==> config.mk <==
export PLATFORM = sky130hd
export DESIGN_NAME = pin_select_map
export DESIGN_NICKNAME = d
export VERILOG_FILES = /design/src/logic/pin_select_pkg.sv /design/src/logic/input_route_mux.sv /design/src/logic/pin_select_map.sv
export SDC_FILE = /design/constraint.sdc
export NUM_CORES = 1
export LEC_CHECK = 0
export BUFFER_PORTS_ARGS = -buffer_cell sky130_fd_sc_hd__buf_2
export CAP_MARGIN = 40
export CORE_MARGIN = 8
export CORE_UTILIZATION = 45
export DETAILED_ROUTE_END_ITERATION = 10
export GPL_ROUTABILITY_DRIVEN = 0
export PLACE_DENSITY = 0.62
export SLEW_MARGIN = 10
export SYNTH_ARGS = -nofsm -noshare
export SYNTH_HDL_FRONTEND = slang
export SYNTH_SLANG_ARGS = --single-unit
==> constraint.sdc <==
create_clock -name pclk -period 2.7 [get_ports pclk]
set_clock_uncertainty 0.2 [all_clocks]
set_input_delay 0.135 -clock pclk [delete_from_list [all_inputs] [get_ports pclk]]
set_output_delay 0.135 -clock pclk [all_outputs]
set_load 0.1 [all_outputs]
==> src/logic/pin_select_pkg.sv <==
/*
  constants, field layout and carrier types of the remappable pin selection map.
  assumes a 32-bit apb master with byte strobes on a single 100 MHz clock.
*/
package pin_select_pkg;

  // ----------------------------------------------------------------
  // register map
  // ----------------------------------------------------------------
  localparam int unsigned ADDR_W      = 8;
  localparam int unsigned DATA_W      = 32;
  localparam int unsigned REG_N       = 14;
  localparam int unsigned OUT_REG_N   = 10;
  localparam logic [5:0]  IDX_CAN_RX  = 6'h00;
  localparam logic [5:0]  IDX_SYNC    = 6'h01;
  localparam logic [5:0]  IDX_DTC_1   = 6'h02;
  localparam logic [5:0]  IDX_DTC_23  = 6'h03;
  localparam logic [5:0]  IDX_OUT_0   = 6'h04;
  localparam logic [5:0]  IDX_LAST    = 6'h0D;

  // ----------------------------------------------------------------
  // field layout
  // ----------------------------------------------------------------
  localparam int unsigned SEL_IN_W    = 7;
  localparam int unsigned SEL_OUT_W   = 6;
  localparam int unsigned POS_LO      = 0;
  localparam int unsigned POS_HI      = 8;
  localparam logic [9:0]  OUT_LO_IMPL = 10'h27F;
  localparam logic [9:0]  OUT_HI_IMPL = 10'h1FF;

  // ----------------------------------------------------------------
  // codes and reset values
  // ----------------------------------------------------------------
  localparam logic [6:0]  CODE_VSS     = 7'h00;
  localparam logic [6:0]  CODE_CMP     = 7'h01;
  localparam logic [6:0]  CODE_PIN_MAX = 7'h79;
  localparam logic [6:0]  IN_SEL_RST   = 7'h00;
  localparam logic [5:0]  OUT_SEL_RST  = 6'h00;
  localparam int unsigned NUM_PIN_IN   = 122;
  localparam int unsigned NUM_FUNC     = 64;

  typedef logic [SEL_IN_W-1:0]  in_sel_t;
  typedef logic [SEL_OUT_W-1:0] out_sel_t;

  typedef struct packed {
    in_sel_t can_rx;
    in_sel_t pwm_sync;
    in_sel_t dtc_first;
    in_sel_t dtc_second;
    in_sel_t dtc_third;
  } in_sel_s;

  typedef struct packed {
    logic              psel;
    logic              penable;
    logic              pwrite;
    logic [ADDR_W-1:0] paddr;
    logic [DATA_W-1:0] pwdata;
    logic [3:0]        pstrb;
  } apb_req_s;

  typedef struct packed {
    logic              pready;
    logic [DATA_W-1:0] prdata;
    logic              pslverr;
  } apb_rsp_s;

endpackage

==> src/logic/input_route_mux.sv <==
/*
  one remapped peripheral input: picks ground, comparator one or a numbered pin.
  assumes pins and comparator are synchronous to pclk.
*/
`timescale 1ns/100ps
module input_route_mux
  import pin_select_pkg::*;
#(
  parameter int unsigned SEL_W   = SEL_IN_W,
  parameter int unsigned PIN_N   = NUM_PIN_IN
) (
  input  wire logic             pclk,
  input  wire logic             presetn,
  input  wire logic [SEL_W-1:0] sel,
  input  wire logic [PIN_N-1:0] pins,
  input  wire logic             comparator_one_output,
  output logic                  routed_q
);

  logic routed_d;

  // ----------------------------------------------------------------
  // source select
  // ----------------------------------------------------------------
  always_comb begin
    routed_d = 1'b0;
    if (sel == SEL_W'(CODE_VSS)) begin
      routed_d = 1'b0;
    end else if (sel == SEL_W'(CODE_CMP)) begin
      routed_d = comparator_one_output;
    end else if (32'(sel) < PIN_N) begin
      routed_d = pins[sel];
    end
  end

  always_ff @(posedge pclk or negedge presetn) begin
    if (!presetn) begin
      routed_q <= 1'b0;
    end else begin
      routed_q <= routed_d;
    end
  end

endmodule // input_route_mux

==> src/logic/pin_select_map.sv <==
/*
  remappable pin selection map: apb register file, input routing of five
  peripheral inputs and function routing onto seventeen remappable output pins.
  assumes a 32-bit apb master, synchronous pins and peripheral function outputs.
*/
`timescale 1ns/100ps
module pin_select_map
  import pin_select_pkg::*;
#(
  parameter int unsigned PIN_N  = NUM_PIN_IN,
  parameter int unsigned FUNC_N = NUM_FUNC
) (
  input  wire logic                   pclk,
  input  wire logic                   presetn,
  input  wire apb_req_s               apb_req,
  output apb_rsp_s                    apb_rsp,
  input  wire logic [PIN_N-1:0]       remap_pin_in,
  input  wire logic                   comparator_one_output,
  input  wire logic [FUNC_N-1:0]      periph_func_out,
  output logic                        can_receive_input,
  output logic                        pwm_sync_input,
  output logic                        deadtime_comp_first,
  output logic                        deadtime_comp_second,
  output logic                        deadtime_comp_third,
  output logic [OUT_REG_N-1:0][1:0]   remap_pin_out
);

  // ----------------------------------------------------------------
  // state
  // ----------------------------------------------------------------
  typedef struct packed {
    in_sel_s                          sel;
    logic [OUT_REG_N-1:0][1:0][5:0]   out_sel;
    logic [DATA_W-1:0]                prdata;
    logic                             pslverr;
    logic [OUT_REG_N-1:0][1:0]        pin_drive;
  } state_s;

  state_s s_q;
  state_s s_d;

  logic [5:0] idx;
  logic       mapped;
  logic       setup;
  logic       wr_access;

  assign idx       = apb_req.paddr[7:2];
  assign mapped    = (idx <= IDX_LAST);
  assign setup     = apb_req.psel && !apb_req.penable;
  assign wr_access = apb_req.psel && apb_req.penable && apb_req.pwrite;

  // ----------------------------------------------------------------
  // register read image
  // ----------------------------------------------------------------
  function automatic logic [DATA_W-1:0] read_image(input state_s st, input logic [5:0] ix);
    logic [DATA_W-1:0] v;
    logic [3:0]        k;
    v = '0;
    k = 4'(ix - IDX_OUT_0);
    case (ix)
      IDX_CAN_RX: begin
        v[POS_LO +: SEL_IN_W] = st.sel.can_rx;
      end
      IDX_SYNC: begin
        v[POS_HI +: SEL_IN_W] = st.sel.pwm_sync;
      end
      IDX_DTC_1: begin
        v[POS_HI +: SEL_IN_W] = st.sel.dtc_first;
      end
      IDX_DTC_23: begin
        v[POS_HI +: SEL_IN_W] = st.sel.dtc_third;
        v[POS_LO +: SEL_IN_W] = st.sel.dtc_second;
      end
      default: begin
        if (ix >= IDX_OUT_0 && ix <= IDX_LAST) begin
          v[POS_HI +: SEL_OUT_W] = st.out_sel[k][1];
          v[POS_LO +: SEL_OUT_W] = st.out_sel[k][0];
        end
      end
    endcase
    return v;
  endfunction

  // ----------------------------------------------------------------
  // next state
  // ----------------------------------------------------------------
  always_comb begin
    logic [3:0] k;
    k   = 4'(idx - IDX_OUT_0);
    s_d = s_q;
    if (setup) begin
      s_d.prdata  = mapped ? read_image(s_q, idx) : '0;
      s_d.pslverr = !mapped;
    end
    if (wr_access && mapped) begin
      case (idx)
        IDX_CAN_RX: begin
          if (apb_req.pstrb[0]) begin
            s_d.sel.can_rx = apb_req.pwdata[POS_LO +: SEL_IN_W];
          end
        end
        IDX_SYNC: begin
          if (apb_req.pstrb[1]) begin
            s_d.sel.pwm_sync = apb_req.pwdata[POS_HI +: SEL_IN_W];
          end
        end
        IDX_DTC_1: begin
          if (apb_req.pstrb[1]) begin
            s_d.sel.dtc_first = apb_req.pwdata[POS_HI +: SEL_IN_W];
          end
        end
        IDX_DTC_23: begin
          if (apb_req.pstrb[1]) begin
            s_d.sel.dtc_third = apb_req.pwdata[POS_HI +: SEL_IN_W];
          end
          if (apb_req.pstrb[0]) begin
            s_d.sel.dtc_second = apb_req.pwdata[POS_LO +: SEL_IN_W];
          end
        end
        default: begin
          // unimplemented slots never load, so they read zero
          if (apb_req.pstrb[1] && OUT_HI_IMPL[k]) begin
            s_d.out_sel[k][1] = apb_req.pwdata[POS_HI +: SEL_OUT_W];
          end
          if (apb_req.pstrb[0] && OUT_LO_IMPL[k]) begin
            s_d.out_sel[k][0] = apb_req.pwdata[POS_LO +: SEL_OUT_W];
          end
        end
      endcase
    end
    // function routing onto output pins, code zero leaves the pin unassigned
    for (int r = 0; r < OUT_REG_N; r++) begin
      for (int h = 0; h < 2; h++) begin
        if (s_q.out_sel[r][h] == OUT_SEL_RST) begin
          s_d.pin_drive[r][h] = 1'b0;
        end else if (32'(s_q.out_sel[r][h]) < FUNC_N) begin
          s_d.pin_drive[r][h] = periph_func_out[s_q.out_sel[r][h]];
        end else begin
          s_d.pin_drive[r][h] = 1'b0;
        end
      end
    end
  end

  always_ff @(posedge pclk or negedge presetn) begin
    if (!presetn) begin
      s_q.sel.can_rx     <= IN_SEL_RST;
      s_q.sel.pwm_sync   <= IN_SEL_RST;
      s_q.sel.dtc_first  <= IN_SEL_RST;
      s_q.sel.dtc_second <= IN_SEL_RST;
      s_q.sel.dtc_third  <= IN_SEL_RST;
      s_q.out_sel        <= '0;
      s_q.prdata         <= '0;
      s_q.pslverr        <= 1'b0;
      s_q.pin_drive      <= '0;
    end else begin
      s_q <= s_d;
    end
  end

  // ----------------------------------------------------------------
  // outputs
  // ----------------------------------------------------------------
  assign apb_rsp.pready  = 1'b1;
  assign apb_rsp.prdata  = s_q.prdata;
  assign apb_rsp.pslverr = s_q.pslverr && apb_req.psel && apb_req.penable;
  assign remap_pin_out   = s_q.pin_drive;

  // ----------------------------------------------------------------
  // input routing
  // ----------------------------------------------------------------
  input_route_mux #(.SEL_W(SEL_IN_W), .PIN_N(PIN_N)) u_can_rx (
    .pclk                  (pclk),
    .presetn               (presetn),
    .sel                   (s_q.sel.can_rx),
    .pins                  (remap_pin_in),
    .comparator_one_output (comparator_one_output),
    .routed_q              (can_receive_input)
  );

  input_route_mux #(.SEL_W(SEL_IN_W), .PIN_N(PIN_N)) u_pwm_sync (
    .pclk                  (pclk),
    .presetn               (presetn),
    .sel                   (s_q.sel.pwm_sync),
    .pins                  (remap_pin_in),
    .comparator_one_output (comparator_one_output),
    .routed_q              (pwm_sync_input)
  );

  input_route_mux #(.SEL_W(SEL_IN_W), .PIN_N(PIN_N)) u_dtc_first (
    .pclk                  (pclk),
    .presetn               (presetn),
    .sel                   (s_q.sel.dtc_first),
    .pins                  (remap_pin_in),
    .comparator_one_output (comparator_one_output),
    .routed_q              (deadtime_comp_first)
  );

  input_route_mux #(.SEL_W(SEL_IN_W), .PIN_N(PIN_N)) u_dtc_second (
    .pclk                  (pclk),
    .presetn               (presetn),
    .sel                   (s_q.sel.dtc_second),
    .pins                  (remap_pin_in),
    .comparator_one_output (comparator_one_output),
    .routed_q              (deadtime_comp_second)
  );

  input_route_mux #(.SEL_W(SEL_IN_W), .PIN_N(PIN_N)) u_dtc_third (
    .pclk                  (pclk),
    .presetn               (presetn),
    .sel                   (s_q.sel.dtc_third),
    .pins                  (remap_pin_in),
    .comparator_one_output (comparator_one_output),
    .routed_q              (deadtime_comp_third)
  );
endmodule // pin_select_map

# Yosys cells after proc, flatten, opt, wreduce, memory -nomap -nowiden
# Memory sizes are Yosys's and may differ from the RTL's.
# Cells that the tools add are included.
# word_totals
out_inout_bits	59
regBits	213
mem_count	2
wordCells	240
romBits	32
# mem_list
name	depth	width	rd	rd_ports_with_merged_regs	write_ports	line	text
(name not given)	16	1	1	0	0	pin_select_map.sv:125	if (apb_req.pstrb[0] && OUT_LO_IMPL[k]) begin
(name not given)	16	1	1	0	0	pin_select_map.sv:122	if (apb_req.pstrb[1] && OUT_HI_IMPL[k]) begin
# op_classes
add_sub_neg	1
eq_ne	8
order_cmp	34
mux	106
bitwise	1
n_reduce_logical	46
# ops
cell	count
two-way mux 120 bit	4
bitwise mux 120 bit	2
< comparator 6 x 7 -> 1 bit (second input constant)	20
zero test 6 bit	21
binary-select mux 1 bit (select 6 bit)	20
demux 12 bit (select 4 bit)	2
two-way mux 1 bit	62
binary-select mux 12 bit (select 4 bit)	1
< comparator 7 x 8 -> 1 bit (second input constant)	5
binary-select mux 1 bit (select 7 bit)	5
== test 7 x 1 -> 1 bit (second input constant)	5
zero test 7 bit	5
< comparator 7 bit (second input constant)	5
two-way mux 12 bit	2
case mux 6 bit (4 select lines)	1
two-way mux 6 bit	3
case mux 6 bit (3 select lines)	1
two-way mux 15 bit	1
AND reduction 3 bit	5
== test 6 x 2 -> 1 bit (second input constant)	2
logical AND 1 bit	10
== test 6 x 1 -> 1 bit (second input constant)	1
>= comparator 6 x 3 -> 1 bit (second input constant)	1
<= comparator 6 x 4 -> 1 bit (second input constant)	1
10 further kinds	11

# Logic depth before layout (Yosys ltp)
# Gate-level depths: netlist (run 1).
# depth
ltp_word	11
depth_mapped	10

# By module
# From an unflattened synthesis (run 1), not the netlist that was laid out.
# hier_totals
hier_cells	2181
hier_area_um2	26046.2
# by_module_without_submodules
module	n_inst	area_per_inst_um2	cells_per_inst	seq_area_each_um2
pin_select_map	1	20160.6	1681	4754.6
input_route_mux (u_can_rx ...)	3	1148.6	96	25.0
input_route_mux (u_dtc_third ...)	2	1219.9	106	25.0

# Least setup slack after synthesis (run 1)
# Ideal clock, no wire load.
# synth_path
path_kind	register -> register
startpoint	register s_q[150] in the netlist's numbering
endpoint	register s_q, in the netlist remap_pin_out[16]
period_less_slack_ns	2.430
setup_ns	0.122
arrival_ns	2.108
path_buffers	2
stages_incl_launch_ff	8
t_required_ns	2.378
path_slack_ns	0.270
path_cell_list	dfrtp_1 > clkbuf_1 > clkbuf_1 > mux4_2 > mux4_2 > mux2_2 > nand2_1 > o21ai_1
# synth_rtl
item	line	text
from (decl)	pin_select_map.sv:39	state_s s_q;

# Final worst setup path (run 1)
# layout_path
startpoint	register, netlist name s_q[201]
endpoint	register u_can_rx.routed_q
# layout_via
elab_chain_len	5
# layout_rtl
item	line	text
binary-select mux 1 bit (select 7 bit)	input_route_mux.sv:32	routed_d = pins[sel];
two-way mux 1 bit (not written as such)	input_route_mux.sv:32	
two-way mux 1 bit	input_route_mux.sv:31	end else if (32'(sel) < PIN_N) begin
two-way mux 1 bit	input_route_mux.sv:29	end else if (sel == SEL_W'(CODE_CMP)) begin
two-way mux 1 bit (*)	input_route_mux.sv:27	if (sel == SEL_W'(CODE_VSS)) begin
via u_can_rx.routed_d	input_route_mux.sv:20	logic routed_d;
to (signal assigned)	input_route_mux.sv:40	routed_q <= routed_d;
to (decl)	input_route_mux.sv:17	output logic routed_q
# Mark *: on every way through the listed nets, which the timed path passes. The rest lies on a longest branch. The select of a mux whose other input is x is not followed.
# A chain may end at the register's enable or synchronous reset.

==> run metrics, run 1 <==
final wirelength=roughly 99000 microns; Wirelength per Cell=36.6 microns; DR iter-0 viols=3445; Root Buffer=clkbuf_16; # DRC=0; pre-CTS setup slack=-0.159 ns; CP arrival=2.81 ns; Slew HR=45.4%; Hold Path Stages=6; highest clock rate=0.383 GHz; Worst EP required=2.90 ns; initial antenna violation count=3; setup violators final=0; P_leak=0.00991 uW; RR Startpoint=s_q[201]$_DFFE_PN0P_; grt ovf=0; nets@finish=2170; CORE AREA=55200 sq um; Global Route Usage Sum=between 30 and 40%; Yosys cell types=61; clock transition at the registers of the reported paths=0.09 ns; Die Wd=252 microns; Final Slew Violations=0; setup_tns=0 ns; fraction of layout cells with a size suffix above 1=around 54%; setup ws final=0.0888 ns; vias in the first global route=~21000; Setup crit end kind=flip-flop; Post-CTS Setup Bufs=0; Detail Route Antenna Nets=0; Worst Hold End=u_dtc_third.routed_q$_DFF_PN0_; Via density=7.75; sequential power share=36.8%; flops & latches, synth=195; clock tree buffer depth=2; Sw Pwr=3070 uW; synth warn=0; Pwr Density=between 300 and 400 nW/um^2; Synth Instances=1882; FF-to-FF path depth=5; RSZ-0062 raised after global routing=no; number of buffers created by CTS=17; top fanout value on the critical path=11; P_int=5340 uW; # H-tree levels=4; Worst R2R End=u_can_rx.routed_q$_DFF_PN0_; Num Clock Sinks=195; fin crit share=around 97%; first-pass GRT wire length=roughly 140000 microns; peak supply drop=0.551 mV; Final Hold Viols=0; row count=86; combinational share of power=32.2%; sequential area share after synthesis=19.4%; Crit-path slowest cell=dfrtp_4; Min Hold Slack=0.0898 ns; # placed instances=about 2600; chip height=between 200 and 300 microns; fin util=50.0%; number of flops mapped to enable cells by yosys=0; Worst Max-Slew Pin Slew=a little over 0.8 ns; Net Sw Frac=36.5%; status=completed; Starting Density=45.6%; Ports=295; Final min period=2.61 ns; hold_sp=remap_pin_in[24]; Buffers on Ports=253; crit path cell chain=mux4_2 > mux4_2 > o21ai_1 > o21ai_1 > a211o_1; Crit path largest cell delay=0.60 ns; Setup CP Type=reg2reg; max-cap viol count=0; later-pin clock latency in the skew report=0.50 ns; CTS tree=yes; Area growth, synth to finish=9.69%; Worst Setup Start Kind=flip-flop; ys flop type=dfrtp_1; Hold WC Path Type=in2reg; asr flop ratio synth=100%; routed vias=around 21000; largest net degree at the start of global routing=75; Syn Area/Cell=13.4 sq um; flop-to-flop setup slack=0.09 ns; Pre-Repair DR Iteration Count=5; post-route non-filler standard cell count=2691; Post-DP HPWL=66000 microns; Synth Cell Area=~25000 sq um; die area=between 60000 and 70000 sq um; Clk pwr share=31.1%
worst max-delay path: cells and delay by family (launching register included):
family	cells	cell delay (ns)
mux	2	1.06
compound gates	3	0.65
flops	1	0.60
flip-flops by register name (all words and copies together) (netlist names):
signal and cells:
s_q 156, u_can_rx.routed_q 1, u_dtc_second.routed_q 1, u_pwm_sync.routed_q 1, remap_pin_out 20, u_dtc_third.routed_q 1, u_dtc_first.routed_q 1, apb_rsp 14
per-stage QoR:
step	instance area [sq um]	total power [uW]
after CTS	27600	8350
after global routing	27600	8610
final	27600	8400
after detailed placement	26800	5720
after global placement	26800	5670
after floorplan	25200	4830
cell type report:
class	count	area (sq um)
timing repair buffer	390	2740
inverter	8	30.0
fill	4706	27600
clock inverter	14	145
clock buffer	18	439
sequential	195	4890
tap	748	936
antenna	1	2.50
multi-input combinational	1317	18400
cells in the mapped netlist, types with 5 or more instances:
master / n / share of area, %
o211ai_1: 6 / 0.18
nor2_1: 61 / 0.91
a22oi_1: 28 / 0.84
nand2b_1: 10 / 0.25
a31oi_1: 6 / 0.15
inv_1: 8 / 0.12
buf_4: 77 / 2.3
o22ai_1: 17 / 0.42
ha_1: 5 / 0.25
nand3_1: 21 / 0.42
and3_1: 7 / 0.17
nor2b_1: 9 / 0.22
nand3b_1: 9 / 0.27
o21ai_1: 35 / 0.70
mux2_1: 171 / 7.7
buf_2: 33 / 0.66
buf_6: 21 / 0.94
buf_1: 5 / 0.075
nor2_2: 16 / 0.40
clkbuf_1: 243 / 3.6
a21oi_1: 48 / 0.95
mux2i_1: 51 / 2.0
mux2_2: 50 / 2.2
dfrtp_1: 195 / 19
o21ai_0: 8 / 0.16
a211oi_1: 6 / 0.18
o41ai_1: 22 / 0.77
nand4_1: 5 / 0.12
nor3_1: 15 / 0.30
nand2_1: 73 / 1.1
mux4_2: 563 / 50
power groups by stage:
| stage | Clock [uW] | Combinational, uW | Sequential, uW |
|---|---|---|---|
| floorplan | 0 | 1750 | 3080 |
| global placement | 0 | 2530 | 3140 |
| detailed placement | 0 | 2580 | 3150 |
| CTS | 2660 | 2610 | 3090 |
| global route | 2750 | 2760 | 3100 |
| finish | 2610 | 2700 | 3090 |
cells in the final DEF, fill, tap and decap left out, types with 10 or more instances in the layout:
| cell | count |
|---|---|
| a21oi_1 | 48 |
| a22oi_1 | 28 |
| buf_12 | 31 |
| buf_2 | 252 |
| buf_4 | 89 |
| clkbuf_16 | 17 |
| conb_1 | 19 |
| dfrtp_1 | 189 |
| dlygate4sd3_1 | 16 |
| mux2_1 | 171 |
| mux2_2 | 50 |
| mux2i_1 | 51 |
| mux4_2 | 563 |
| nand2_1 | 73 |
| nand2b_1 | 10 |
| nand3_1 | 21 |
| nor2_1 | 61 |
| nor2_2 | 16 |
| nor3_1 | 14 |
| o21ai_1 | 35 |
| o22ai_1 | 17 |
| o41ai_1 | 22 |
logic make-up after synthesis:
| family | after synthesis | share of synthesized area (%) |
|---|---|---|
| AND/OR/NAND/NOR | 245 | 4.72 |
| multiplexers | 835 | 62.3 |
| AO/OA/AOI/OAI | 213 | 5.60 |
| buffers and inverters | 387 | 7.71 |
| flip-flops | 195 | 19.4 |
| adder cells (fa/ha/maj) | 5 | 0.249 |
| other | 2 | 0.0298 |
layer usage:
metal  track usage [%]  part of all wire (%)  routed length [microns]
met5                 0                 0.023                       23
met3              12.6                    16                    15300
met4              18.0                   7.0                     6890
met1              38.6                    34                    33400
met2              44.0                    44                    43000
what timing repair did:
| action | CTS | global route |
|---|---|---|
| hold buffers | 16 | 0 |
| endpoints found under the hold margin | 254 | 0 |
| gates resized for setup | 2 | 7 |
| endpoints found under the setup margin | 1 | 5 |
| cloned | 0 | 0 |
worst max-delay path by stage:
stage                         start                         endpoint  depth (start not counted)
2_1_floorplan  s_q[150]$_DFFE_PN0P_      remap_pin_out[16]$_DFF_PN0_                          7
3_3_place_gp   s_q[194]$_DFFE_PN0P_    u_pwm_sync.routed_q$_DFF_PN0_                          7
3_5_place_dp            apb_req[40]             s_q[113]$_DFFE_PN0P_                          9
4_1_cts        s_q[180]$_DFFE_PN0P_  u_dtc_second.routed_q$_DFF_PN0_                          8
5_1_grt        s_q[180]$_DFFE_PN0P_  u_dtc_second.routed_q$_DFF_PN0_                          8
6_report       s_q[201]$_DFFE_PN0P_      u_can_rx.routed_q$_DFF_PN0_                          5
(Power assumes the default switching activity.)
==> run 2, diff against run 1 <==
Settings changed: CTS_BUF_LIST set to sky130_fd_sc_hd__clkbuf_8.
==> run 2 against run 1 <==
  * Sequential share of layout area about the same
  * Die area unchanged
  * Utilization decreased by 0.12 points
  * First-iteration DRC count decreased by 6.7%
  * Largest power group unchanged
  * Sequential power about the same
  * Worst setup slack got worse by 0.0036 ns
  * Cell count increased by 0.37%
  * Register-to-register slack about the same
  * Critical path depth increased by 3
  * Non-clock buffer count increased by 10
  * Sequential cell count unchanged
==> run metrics, run 2 (same netlist as run 1, synthesis figures left out) <==
Setup CP Type=reg2reg (unchanged); setup violators final=0 (unchanged); row count=86 (unchanged); chip height=252 microns (unchanged); max-cap viol count=0 (unchanged); clock transition at the registers of the reported paths=0.14 ns (was 0.09 ns); flop-to-flop setup slack=0.09 ns (about the same); P_leak=0.00988 uW (was 0.00991 uW); hold_sp=remap_pin_in[48] (was remap_pin_in[24]); clock tree buffer depth=2 (unchanged); cell with the most instances on the worst path=mux4_2; largest net degree at the start of global routing=75 (unchanged); Final Hold Viols=0 (unchanged); fraction of layout cells with a size suffix above 1=53.7% (was 53.9%); Final min period=2.61 ns (about the same); Top reg by flops=s_q (unchanged); CTS tree=yes (unchanged); Ports=295 (unchanged); # placed instances=2642 (unchanged); top fanout value on the critical path=10 (was 11); most frequent cells in the layout=mux4_2, buf_2, dfrtp_1 (unchanged); setup_tns=0 ns (unchanged); Setup crit end kind=flip-flop (unchanged); Post-CTS Setup Bufs=0 (unchanged); # H-tree levels=4 (unchanged); Area growth, synth to finish=9.42% (was 9.69%); Seq. cell area=4890 sq um (unchanged); grt ovf=0 (unchanged); crit path cell chain=buf_12 > buf_4 > mux4_2 > mux4_2 > nor3_2 > nor2_1 > o31ai_1 > a21oi_1 (was mux4_2 > mux4_2 > o21ai_1 > o21ai_1 > a211o_1); Slew HR=46.1% (was 45.4%); Crit path largest cell delay=0.59 ns (was 0.60 ns); routed vias=21000 (was 20900); peak supply drop=0.413 mV (was 0.551 mV); # DRC=0 (unchanged); status=completed (unchanged); RSZ-0062 raised after global routing=no (unchanged); Num Clock Sinks=195 (unchanged); vias in the first global route=21200 (was 21100); FF-to-FF path depth=8 (was 5); Die Wd=252 microns (unchanged); multi-input logic area=18400 sq um (about the same); commonest non-fill, non-tap cell in the layout=mux4_2 (unchanged); CORE AREA=55200 sq um (unchanged); die area=63700 sq um (unchanged); fin util=49.9% (was 50.0%); final wirelength=98600 microns (about the same); initial antenna violation count=2 (was 3); post-route non-filler standard cell count=2701 (was 2691); fin crit share=96.8% (was 96.7%); Final Slew Violations=0 (unchanged); max reg flops=156 (unchanged); DR iter-0 viols=3213 (was 3445); Root Buffer=clkbuf_8 (was clkbuf_16); RR Startpoint=s_q[180]$_DFFE_PN0P_ (was s_q[201]$_DFFE_PN0P_); Min Hold Slack=0.0446 ns (was 0.0898 ns); Hold WC Path Type=in2reg (unchanged); nets@finish=2180 (was 2170); Buffers on Ports=253 (unchanged); Starting Density=45.6% (unchanged); Via density=7.79 (was 7.75); Fillers=4709 (was 4706); total power=7800 uW (was 8400 uW); Worst Max-Slew Pin Slew=0.809 ns (was 0.816 ns); Global Route Usage Sum=30.6% (about the same); Worst EP required=2.96 ns (was 2.90 ns); number of buffers created by CTS=17 (unchanged); Worst Hold End=u_pwm_sync.routed_q$_DFF_PN0_ (was u_dtc_third.routed_q$_DFF_PN0_); Crit-path slowest cell=dfrtp_4 (unchanged); Wirelength per Cell=36.5 microns (was 36.6 microns); Post-DP HPWL=66000 microns (unchanged); Worst R2R End=u_dtc_second.routed_q$_DFF_PN0_ (was u_can_rx.routed_q$_DFF_PN0_); Hold Path Stages=6 (unchanged); first-pass GRT wire length=144000 microns (about the same); Detail Route Antenna Nets=0 (unchanged); later-pin clock latency in the skew report=0.59 ns (was 0.50 ns); Pwr Density=283 nW/um^2 (was 304 nW/um^2); Worst Setup Start Kind=flip-flop (unchanged); CP arrival=2.88 ns (was 2.81 ns); Pre-Repair DR Iteration Count=6 (was 5); highest clock rate=0.382 GHz (was 0.383 GHz)
## run 2: changes by cell type in the layout (fill, tap and decap cells not counted), sizes merged
cell	delta
buf	+1
dlygate4sd3	+9
## run 2: routing by layer
metal / vias to the layer above / GRT usage (%) / part of all wire (%)
li1: 7866 / - / -
met1: 10600 / 38.3 / 34
met2: 2112 / 44.0 / 43
met3: 437 / 13.1 / 15
met4: 4 / 18.0 / 7.1
met5: - / 0.463 / 0.086
## run 2: layout make-up
cell class | instances | area share, %
clock inverter | 14 | 0.527
timing repair buffer | 400 | 10.4
tap | 748 | 3.40
sequential | 195 | 17.8
inverter | 8 | 0.109
multi-input combinational | 1317 | 66.9
clock buffer | 18 | 0.900
antenna | 1 | 0.00909
## run 2: worst max-delay path, delay by kind of cell, from the launching register on
kind / cells / cell delay [ns]
AOI/OAI and AO/OA: 2 / 0.17
buffers and inverters: 2 / 0.31
DFF: 1 / 0.59
muxes: 2 / 1.06
and+or+nand+nor: 2 / 0.19
## run 2: repair_timing
action,in CTS,in global routing
cloned,0,0
hold endpoints to repair,346,0
resized for setup,2,8
hold buffers,26,0
endpoints found under the setup margin,1,6
## run 2: power breakdown
part           total [uW]  internal, uW  switching, uW
sequential           3090          2980            114
combinational        2720          1120           1600
clock                1990           706           1280
## run 2: how the worst max path moves through the flow
stage | startpoint | cells past startpoint | end | slack, ns
6_report | s_q[180]$_DFFE_PN0P_ | 8 | u_dtc_second.routed_q$_DFF_PN0_ | 0.09
5_1_grt | s_q[180]$_DFFE_PN0P_ | 8 | u_dtc_second.routed_q$_DFF_PN0_ | 0.006
4_1_cts | s_q[180]$_DFFE_PN0P_ | 8 | u_dtc_second.routed_q$_DFF_PN0_ | 0.01
3_5_place_dp | apb_req[40] | 9 | s_q[113]$_DFFE_PN0P_ | -0.16
3_3_place_gp | s_q[194]$_DFFE_PN0P_ | 7 | u_pwm_sync.routed_q$_DFF_PN0_ | -0.15
2_1_floorplan | s_q[150]$_DFFE_PN0P_ | 7 | remap_pin_out[16]$_DFF_PN0_ | 0.27
## run 2: through the flow
| step | setup WS (ns) | area, sq um |
|---|---|---|
| after floorplan | 0.270 | 25200 |
| after global placement | -0.154 | 26800 |
| after detailed placement | -0.159 | 26800 |
| after CTS | 0.0146 | 27500 |
| after global routing | 0.00604 | 27500 |
| final | 0.0852 | 27500 |
